## src/hdl/gtc_defines.vh

```
// Purpose: constants for the gated 16-bit timer/counter
// Assumes: APB byte addresses, 8-bit registers in the low data bits
// Notes: Behaviour list below
//
// Behaviour
// (RQ1) 16-bit counter, high/low bytes accessible
// (RQ2) source 00 inst, 01 sys, 10 external
// (RQ3) pin counting waits for first falling edge
// (RQ4) prescale 1, 2, 4, 8
// (RQ5) bit 3 picks oscillator over pin
// (RQ6) sync bit bypasses synchroniser for source 10
// (RQ7) bit 1 selects buffered 16-bit access
// (RQ8) bit 0 runs counter, clear holds
// (RQ9) gate enable ignored when off
// (RQ10) polarity picks counting gate level
// (RQ11) toggle flip-flop, cleared when mode off
// (RQ12) single pulse logic controls the gate
// (RQ13) armed status bit, cleared with mode
// (RQ14) gate value readable, independent of enable
// (RQ15) gate source: cmp2, cmp1, match, pin
// (RQ16) software writes gate control first
// (RQ17) software avoids system clock for capture
// (RQ18) low read copies high into buffer
// (RQ19) low write loads buffered high too
// (RQ20) buffered mode hides real high byte
// (RQ21) only low-byte write clears prescaler
// (RQ22) force-run keeps secondary oscillator running
// (RQ23) wrap to zero sets overflow flag
// (RQ24) pulse trailing edge clears status, blocks
// (RQ25) gate value fall sets gate event flag
`ifndef GTC_DEFINES_VH
`define GTC_DEFINES_VH
`define GTC_ADDR_CTRL 12'h000
`define GTC_ADDR_GATE 12'h004
`define GTC_ADDR_OSC 12'h008
`define GTC_ADDR_LOW 12'h00c
`define GTC_ADDR_HIGH 12'h010
`define GTC_ADDR_FLAGS 12'h014
`define GTC_B_RUN 0
`define GTC_B_WIDE 1
`define GTC_B_SYNCBYP 2
`define GTC_B_OSCEN 3
`define GTC_B_PS_LO 4
`define GTC_B_CS_LO 6
`define GTC_B_GSS_LO 0
`define GTC_B_GVAL 2
`define GTC_B_GGO 3
`define GTC_B_SPM 4
`define GTC_B_GTM 5
`define GTC_B_GPOL 6
`define GTC_B_GE 7
`define GTC_B_FORCE 3
`define GTC_B_SYSOSC 6
`define GTC_B_OVF 0
`define GTC_B_GEVT 1
`define GTC_CS_INST 2'h0
`define GTC_CS_SYS 2'h1
`define GTC_CS_EXT 2'h2
`define GTC_INST_DIV 2'h3
`define GTC_RESET_BYTE 8'h00
`endif

```

## src/hdl/gtc_timer.v

```verilog
// Purpose: gated 16-bit timer/counter with APB register access
// Assumes: all inputs synchronous to pclk; external clocks are slow levels
// Notes: instruction clock is pclk/4; flags are cleared by writing one
`timescale 1ns/1ps
`default_nettype none
`include "gtc_defines.vh"
module gtc_timer (
    input wire pclk,
    input wire presetn,
    input wire psel,
    input wire penable,
    input wire pwrite,
    input wire [11:0] paddr,
    input wire [31:0] pwdata,
    output reg [31:0] prdata,
    output reg pready,
    output reg pslverr,
    input wire external_count_input,
    input wire secondary_oscillator,
    input wire gate_pin,
    input wire companion_match,
    input wire comparator1_out,
    input wire comparator2_out,
    input wire system_on_secondary_osc,
    output reg secondary_osc_run,
    output reg overflow_pulse
);
    // ****************************************
    // registers
    // ****************************************
    reg [7:0] ctrl_q;
    reg [7:0] gctl_q;
    reg force_run_q;
    reg [15:0] count_q;
    reg [7:0] hbuf_q;
    reg [2:0] pre_q;
    reg [1:0] inst_q;
    reg ovf_flag_q;
    reg gevt_flag_q;
    reg ext_s1_q, ext_s2_q, ext_prev_q, ext_armed_q;
    reg tog_q, gsrc_prev_q, gval_q, pulse_seen_q;

    wire [1:0] cs = ctrl_q[`GTC_B_CS_LO+1:`GTC_B_CS_LO];
    wire [1:0] ps = ctrl_q[`GTC_B_PS_LO+1:`GTC_B_PS_LO];
    wire run = ctrl_q[`GTC_B_RUN];
    wire wide = ctrl_q[`GTC_B_WIDE];
    wire [1:0] gss = gctl_q[1:0];

    wire acc = psel && penable;
    wire wr = acc && pwrite;
    wire rd = acc && !pwrite;
    wire hit_ctrl = paddr == `GTC_ADDR_CTRL;
    wire hit_gate = paddr == `GTC_ADDR_GATE;
    wire hit_osc = paddr == `GTC_ADDR_OSC;
    wire hit_low = paddr == `GTC_ADDR_LOW;
    wire hit_high = paddr == `GTC_ADDR_HIGH;
    wire hit_flag = paddr == `GTC_ADDR_FLAGS;
    wire mapped = hit_ctrl | hit_gate | hit_osc | hit_low | hit_high | hit_flag;

    // ****************************************
    // clock source and edge
    // ****************************************
    // external source: oscillator or pin
    wire ext_raw = ctrl_q[`GTC_B_OSCEN] ? secondary_oscillator : external_count_input; // RQ5
    // bypass the two-stage synchroniser when requested
    wire ext_lvl = ctrl_q[`GTC_B_SYNCBYP] ? ext_raw : ext_s2_q; // RQ6
    wire ext_rise = ext_lvl && !ext_prev_q && ext_armed_q; // RQ3
    wire inst_tick = inst_q == `GTC_INST_DIV;
    reg src_tick;
    always @* begin
        case (cs) // RQ2
            `GTC_CS_INST: src_tick = inst_tick;
            `GTC_CS_SYS: src_tick = 1'b1;
            `GTC_CS_EXT: src_tick = ext_rise;
            default: src_tick = 1'b0;
        endcase
    end
    reg pre_tick;
    always @* begin
        case (ps) // RQ4
            2'h0: pre_tick = src_tick;
            2'h1: pre_tick = src_tick && pre_q[0];
            2'h2: pre_tick = src_tick && (pre_q[1:0] == 2'h3);
            default: pre_tick = src_tick && (pre_q == 3'h7);
        endcase
    end

    // ****************************************
    // gate
    // ****************************************
    reg gsrc;
    always @* begin
        case (gss) // RQ15
            2'h3: gsrc = comparator2_out;
            2'h2: gsrc = comparator1_out;
            2'h1: gsrc = companion_match;
            default: gsrc = gate_pin;
        endcase
    end
    wire gsrc_rise = gsrc && !gsrc_prev_q;
    wire gtm = gctl_q[`GTC_B_GTM];
    wire spm = gctl_q[`GTC_B_SPM];
    wire ggo = gctl_q[`GTC_B_GGO];
    wire gpol = gctl_q[`GTC_B_GPOL];
    wire gate_lvl = gtm ? tog_q : gsrc; // RQ11
    wire gate_act = gpol ? gate_lvl : !gate_lvl; // RQ10
    // single pulse: active only from arming through the trailing edge
    wire gate_eff = spm ? (ggo && pulse_seen_q && gate_act) : gate_act; // RQ12
    wire pulse_end = spm && ggo && pulse_seen_q && !gate_act; // RQ24
    wire gate_ok = !gctl_q[`GTC_B_GE] || gate_eff; // RQ9
    wire cnt_en = run && gate_ok && pre_tick; // RQ8
    wire gval_fall = gval_q && !gate_eff; // RQ25

    wire wr_low = wr && hit_low;
    wire wr_high = wr && hit_high;
    wire wr_gate = wr && hit_gate;

    // ****************************************
    // sequential logic
    // ****************************************
    always @(posedge pclk or negedge presetn) begin
        if (!presetn) begin
            ctrl_q <= `GTC_RESET_BYTE;
            gctl_q <= `GTC_RESET_BYTE;
            force_run_q <= 1'b0;
            count_q <= 16'h0000;
            hbuf_q <= `GTC_RESET_BYTE;
            pre_q <= 3'h0;
            inst_q <= 2'h0;
            ovf_flag_q <= 1'b0;
            gevt_flag_q <= 1'b0;
            ext_s1_q <= 1'b0;
            ext_s2_q <= 1'b0;
            ext_prev_q <= 1'b0;
            ext_armed_q <= 1'b0;
            tog_q <= 1'b0;
            gsrc_prev_q <= 1'b0;
            gval_q <= 1'b0;
            pulse_seen_q <= 1'b0;
            prdata <= 32'h00000000;
            pready <= 1'b0;
            pslverr <= 1'b0;
            secondary_osc_run <= 1'b0;
            overflow_pulse <= 1'b0;
        end else begin
            inst_q <= inst_q + 2'h1;
            ext_s1_q <= ext_raw;
            ext_s2_q <= ext_s1_q;
            ext_prev_q <= ext_lvl;
            if (cs != `GTC_CS_EXT) begin
                ext_armed_q <= 1'b0;
            end else if (ext_prev_q && !ext_lvl) begin
                // arm only on a real falling edge, a low level alone is not enough
                ext_armed_q <= 1'b1; // RQ3
            end
            gsrc_prev_q <= gsrc;
            if (!gtm) begin
                tog_q <= 1'b0; // RQ11
            end else if (gsrc_rise) begin
                tog_q <= !tog_q;
            end
            gval_q <= gate_eff; // RQ14
            // single pulse: wait for active level after arming
            if (!spm || !ggo) begin
                pulse_seen_q <= 1'b0;
            end else if (gate_act) begin
                pulse_seen_q <= 1'b1;
            end
            secondary_osc_run <= force_run_q | ctrl_q[`GTC_B_OSCEN]; // RQ22
            overflow_pulse <= 1'b0;
            // ---- counter and prescaler
            if (wr_low) begin
                pre_q <= 3'h0; // RQ21
            end else if (run && gate_ok && src_tick) begin
                pre_q <= pre_q + 3'h1;
            end
            if (wr_low) begin
                count_q[7:0] <= pwdata[7:0]; // RQ1
                if (wide) begin
                    count_q[15:8] <= hbuf_q; // RQ19
                end
            end else if (wr_high && !wide) begin
                count_q[15:8] <= pwdata[7:0]; // RQ20
            end else if (cnt_en) begin
                count_q <= count_q + 16'h0001; // RQ23
                if (count_q == 16'hffff) begin
                    overflow_pulse <= 1'b1;
                end
            end
            if (wr_high && wide) begin
                hbuf_q <= pwdata[7:0]; // RQ19
            end else if (rd && hit_low && wide) begin
                hbuf_q <= count_q[15:8]; // RQ18
            end
            // ---- registers
            if (wr && hit_ctrl) begin
                ctrl_q <= pwdata[7:0]; // RQ7
            end
            if (wr_gate) begin
                gctl_q <= {pwdata[7:3], 1'b0, pwdata[1:0]};
                if (!pwdata[`GTC_B_SPM]) begin
                    gctl_q[`GTC_B_GGO] <= 1'b0; // RQ13
                end
            end else if (!spm || pulse_end) begin
                gctl_q[`GTC_B_GGO] <= 1'b0; // RQ24
            end
            if (wr && hit_osc) begin
                force_run_q <= pwdata[`GTC_B_FORCE];
            end
            // flags: write one clears, a new event wins
            if (cnt_en && count_q == 16'hffff && !(wr_low || (wr_high && !wide))) begin
                ovf_flag_q <= 1'b1; // RQ23
            end else if (wr && hit_flag && pwdata[`GTC_B_OVF]) begin
                ovf_flag_q <= 1'b0;
            end
            if (gval_fall) begin
                gevt_flag_q <= 1'b1; // RQ25
            end else if (wr && hit_flag && pwdata[`GTC_B_GEVT]) begin
                gevt_flag_q <= 1'b0;
            end
            // ---- apb answer one cycle after setup
            pready <= psel && !penable;
            pslverr <= psel && !penable && !mapped;
            if (psel && !penable && !pwrite) begin
                prdata <= 32'h00000000;
                if (hit_ctrl) prdata[7:0] <= ctrl_q;
                if (hit_gate) prdata[7:0] <= {gctl_q[7:3], gval_q, gctl_q[1:0]};
                if (hit_osc) prdata[7:0] <= {1'b0, system_on_secondary_osc, 2'b00, force_run_q, 3'b000};
                if (hit_low) prdata[7:0] <= count_q[7:0];
                if (hit_high) prdata[7:0] <= wide ? hbuf_q : count_q[15:8]; // RQ20
                if (hit_flag) prdata[7:0] <= {6'h00, gevt_flag_q, ovf_flag_q};
            end
        end
    end
endmodule
`default_nettype wire

```

## config.mk

```make
export PLATFORM = sky130hd
export DESIGN_NAME = gtc_timer
export DESIGN_NICKNAME = d
export VERILOG_FILES = /design/src/hdl/gtc_timer.v
export VERILOG_INCLUDE_DIRS = /design/src /design/src/hdl
export SDC_FILE = /design/constraint.sdc
export NUM_CORES = 1
export LEC_CHECK = 0
export ABC_AREA = 1
export BUFFER_PORTS_ARGS = -buffer_cell sky130_fd_sc_hd__buf_2
export CORE_MARGIN = 5
export CORE_UTILIZATION = 59
export DETAILED_ROUTE_END_ITERATION = 8
export PLACE_DENSITY = 0.86
export SLEW_MARGIN = 20
export SYNTH_ARGS = -nofsm -noshare
export SYNTH_HDL_FRONTEND = slang
export SYNTH_SLANG_ARGS = --single-unit
```

## constraint.sdc

```tcl
create_clock -name pclk -period 4.1 [get_ports pclk]
set_input_delay 0.82 -clock pclk [delete_from_list [all_inputs] [get_ports pclk]]
set_output_delay 0.82 -clock pclk [all_outputs]
set_load 0.01 [all_outputs]
```

==> results.json <==
{
  "setup_tns_ns": 0,
  "reg2reg_slack_ns": 2.10,
  "postRouteAntennaNets": 0,
  "post-place-ws_ns": 1.38,
  "synthMuxAreaShare_pct": 0.235,
  "synth_cell_types": 43,
  "dp.final_hpwl_um": 8480,
  "io_pins": 92,
  "grt_pass1_vias": 3805,
  "finalNetCount": 671,
  "ys.flop_type": "dfrtp_1",
  "via_per_inst": 5.55,
  "grt_usage_pct": 25.9,
  "die_y_um": 94.9,
  "intPower_uw": 976,
  "pwr-share-seq_pct": 50.4,
  "switchingPower_uw": 347,
  "fmax_ghz": 0.423,
  "post_cts_resized": 0,
  "layout-drive-gt1-share_pct": 17.0,
  "cts_tree": "done",
  "rsz0062_at_grt": "false",
  "p_per_area_nw_per_um2": 284,
  "cts_buffers": 9,
  "power_frac_comb_pct": 6.5,
  "clock_tree.root_cell": "clkbuf_8",
  "synth-xor-area-share_pct": 1.44,
  "maxSlewViolCount": 0,
  "synth_warnings": 0,
  "status": "finished, final reports clean",
  "io_buffers": 43,
  "die_x_um": 94.9,
  "grt_overflow": 0,
  "ys_seq_area_share_pct": 39.4,
  "globalplace.congestion": 0.962,
  "syn_inst": 564,
  "power_switching_share_pct": 26.3,
  "fin_ws_ns": 1.74,
  "start_util_pct": 59.6,
  "ys_seq_elements": 67,
  "period_needed_ns": 2.36,
  "clock_path_buffers": 2,
  "row_count": 31,
  "numClockSinks": 67,
  "slew_headroom_pct": 51.0,
  "synthSimpleGateAreaFrac_pct": 33.0,
  "synthAdderAreaFrac_pct": 2.06,
  "placed_cells": 696,
  "post_cts_buffers": 0,
  "drt_iter0_drc": 273,
  "cp-start-kind": "input pin",
  "synth_top_family_by_area": "simple AND/OR/NAND/NOR gates",
  "dr_total_vias": 3949,
  "tightest_slew_ns": 0.735,
  "netlist_area_um2": 4250,
  "setup_viol": 0,
  "async_reset_ff_share_pct": 100,
  "drc": 0,
  "final_cells": 712,
  "worst_clock_skew_ns": 0.0121,
  "syn2layout_area_growth_pct": 9.44,
  "drtPass1Iterations": 5,
  "ir_drop_uv": 161,
  "coreArea_um2": 7140,
  "drt-wirelength-per-cell_um": 15.3,
  "h-tree-depth": 3,
  "wl_um": 10900,
  "clkSlewWorstSetupHoldPaths_ns": 0.08,
  "finalCritPeriodShare_pct": 57.6,
  "post-route-util_pct": 65.2,
  "path_max_fanout": 14,
  "grt_max_degree": 50,
  "crit_path_end_kind": "flop",
  "drv_cap": 0,
  "hp-class": "flop to flop",
  "worstSetupPathType": "input pin to flop",
  "grt_first_pass_wirelength_um": 17900,
  "worstPathRequired_ns": 4.34,
  "finalPower_mw": 1.32,
  "n_antenna_cell": 0,
  "synth_compound_area_share_pct": 12.0,
  "synth_edf_count": 0,
  "clockPowerShare_pct": 43.0,
  "syn_area_per_cell_um2": 7.54,
  "hold_violations": 0,
  "dieArea_um2": 9010,
  "cp.arrival_ns": 2.61,
  "cts_hold_buffers": 0,
  "power.leakage_nw": 2.33,
  "grt_antenna_before_repair": 0,
  "clock_latency_ns": 0.35
}
-- power by group through the flow --
stage          clock network, mW  logic [mW]  registers, mW
2_1_floorplan                  0      0.0562          0.680
3_3_place_gp                   0      0.0833          0.680
3_5_place_dp                   0      0.0853          0.680
4_1_cts                    0.575      0.0857          0.667
5_1_grt                    0.602      0.0966          0.668
6_report                   0.569      0.0865          0.667
-- path summary, 6_finish.rpt --
kind / end / depth (start not counted) / from
max in group asynchronous: force_run_q / 2 / presetn
min in group asynchronous: gctl_q[3] / 1 / presetn
hold reg to reg: ext_s2_q / 0 / ext_s1_q
setup / recovery: count_q[11] / 11 / paddr[1]
setup reg to reg: hbuf_q[7] / 5 / ctrl_q[1]
hold / removal: ext_s2_q / 0 / ext_s1_q
-- logic make-up after synthesis --
kind of cell / after synthesis
simple gates: 291
buf+inv: 103
compound gates: 87
other cells: 1
fa+ha+maj: 7
mux: 1
xor+xnor: 7
flops: 67
-- per-layer routing --
metal / track usage (%) / up-vias / wire, um
met2: 42.6 / 184 / 5280
met1: 31.8 / 1831 / 4300
met4: 14.1 / 0 / 456
li1: - / 1889 / -
met3: 5.10 / 45 / 835
met5: 0 / - / 0
-- per-stage QoR --
stage | cell area [um^2] | hold WS, ns
after floorplan | 4340 | 0.331
after detailed placement | 4450 | 0.350
after CTS | 4660 | 0.368
after global routing | 4660 | 0.383
final | 4660 | 0.371
after global placement | 4450 | 0.346
-- cell usage in the layout, fill, tap and decap left out, types with 6 or more instances in the layout --
| cell type | count |
|---|---|
| clkbuf_8 | 9 |
| inv_1 | 61 |
| nor3_1 | 7 |
| nor2_1 | 29 |
| o211ai_1 | 6 |
| nand2_2 | 6 |
| o21ai_1 | 10 |
| dfrtp_1 | 67 |
| nand4_1 | 9 |
| buf_2 | 43 |
| ha_1 | 7 |
| nor2_2 | 6 |
| nand2_1 | 154 |
| o21ai_0 | 41 |
| nand3_1 | 53 |
| a21oi_1 | 10 |
| conb_1 | 24 |
-- Yosys cell counts, types with 5 or more instances --
master | count | area (um^2)
nand2_1 | 154 | 578
o21ai_0 | 41 | 205
nand3_1 | 53 | 265
buf_4 | 27 | 203
nor3_1 | 7 | 35.0
a21oi_1 | 10 | 50.1
nand4_1 | 9 | 56.3
o211ai_1 | 6 | 45.0
nor2_1 | 29 | 109
nand3_2 | 5 | 50.1
nor2_2 | 6 | 37.5
inv_2 | 5 | 18.8
dfrtp_1 | 67 | 1680
nand2_2 | 6 | 37.5
clkbuf_1 | 5 | 18.8
o21ai_1 | 10 | 50.1
ha_1 | 7 | 87.6
inv_1 | 61 | 229
xor2_1 | 5 | 43.8
-- final cells by class --
cell class                      instances  area (um^2)
Fill cell                             644         2480
Multi-Input combinational cell        417         2160
Sequential cell                        67         1680
Inverter                               68          258
Timing Repair Buffer                   45          230
Clock buffer                            9          124
Tap cell                               99          124
Clock inverter                          7         80.1
-- sequential cells by signal, indices dropped and copies added (netlist names), 2 cells and up --
register and cells:
pre_q 3, gctl_q 7, hbuf_q 8, prdata 8
inst_q 2, count_q 16, ctrl_q 8
-- worst max-delay path, cell delays in order --
cell     delay (ns)
buf_2          0.10
nor2_2         0.19
inv_1          0.13
nor3_4         0.19
nand3_1        0.45
nand2_1        0.24
inv_2          0.10
nand2_4        0.16
inv_1          0.10
nand2_1        0.06
nand2_1        0.06
Note: power is estimated with default switching activity, not from simulation.
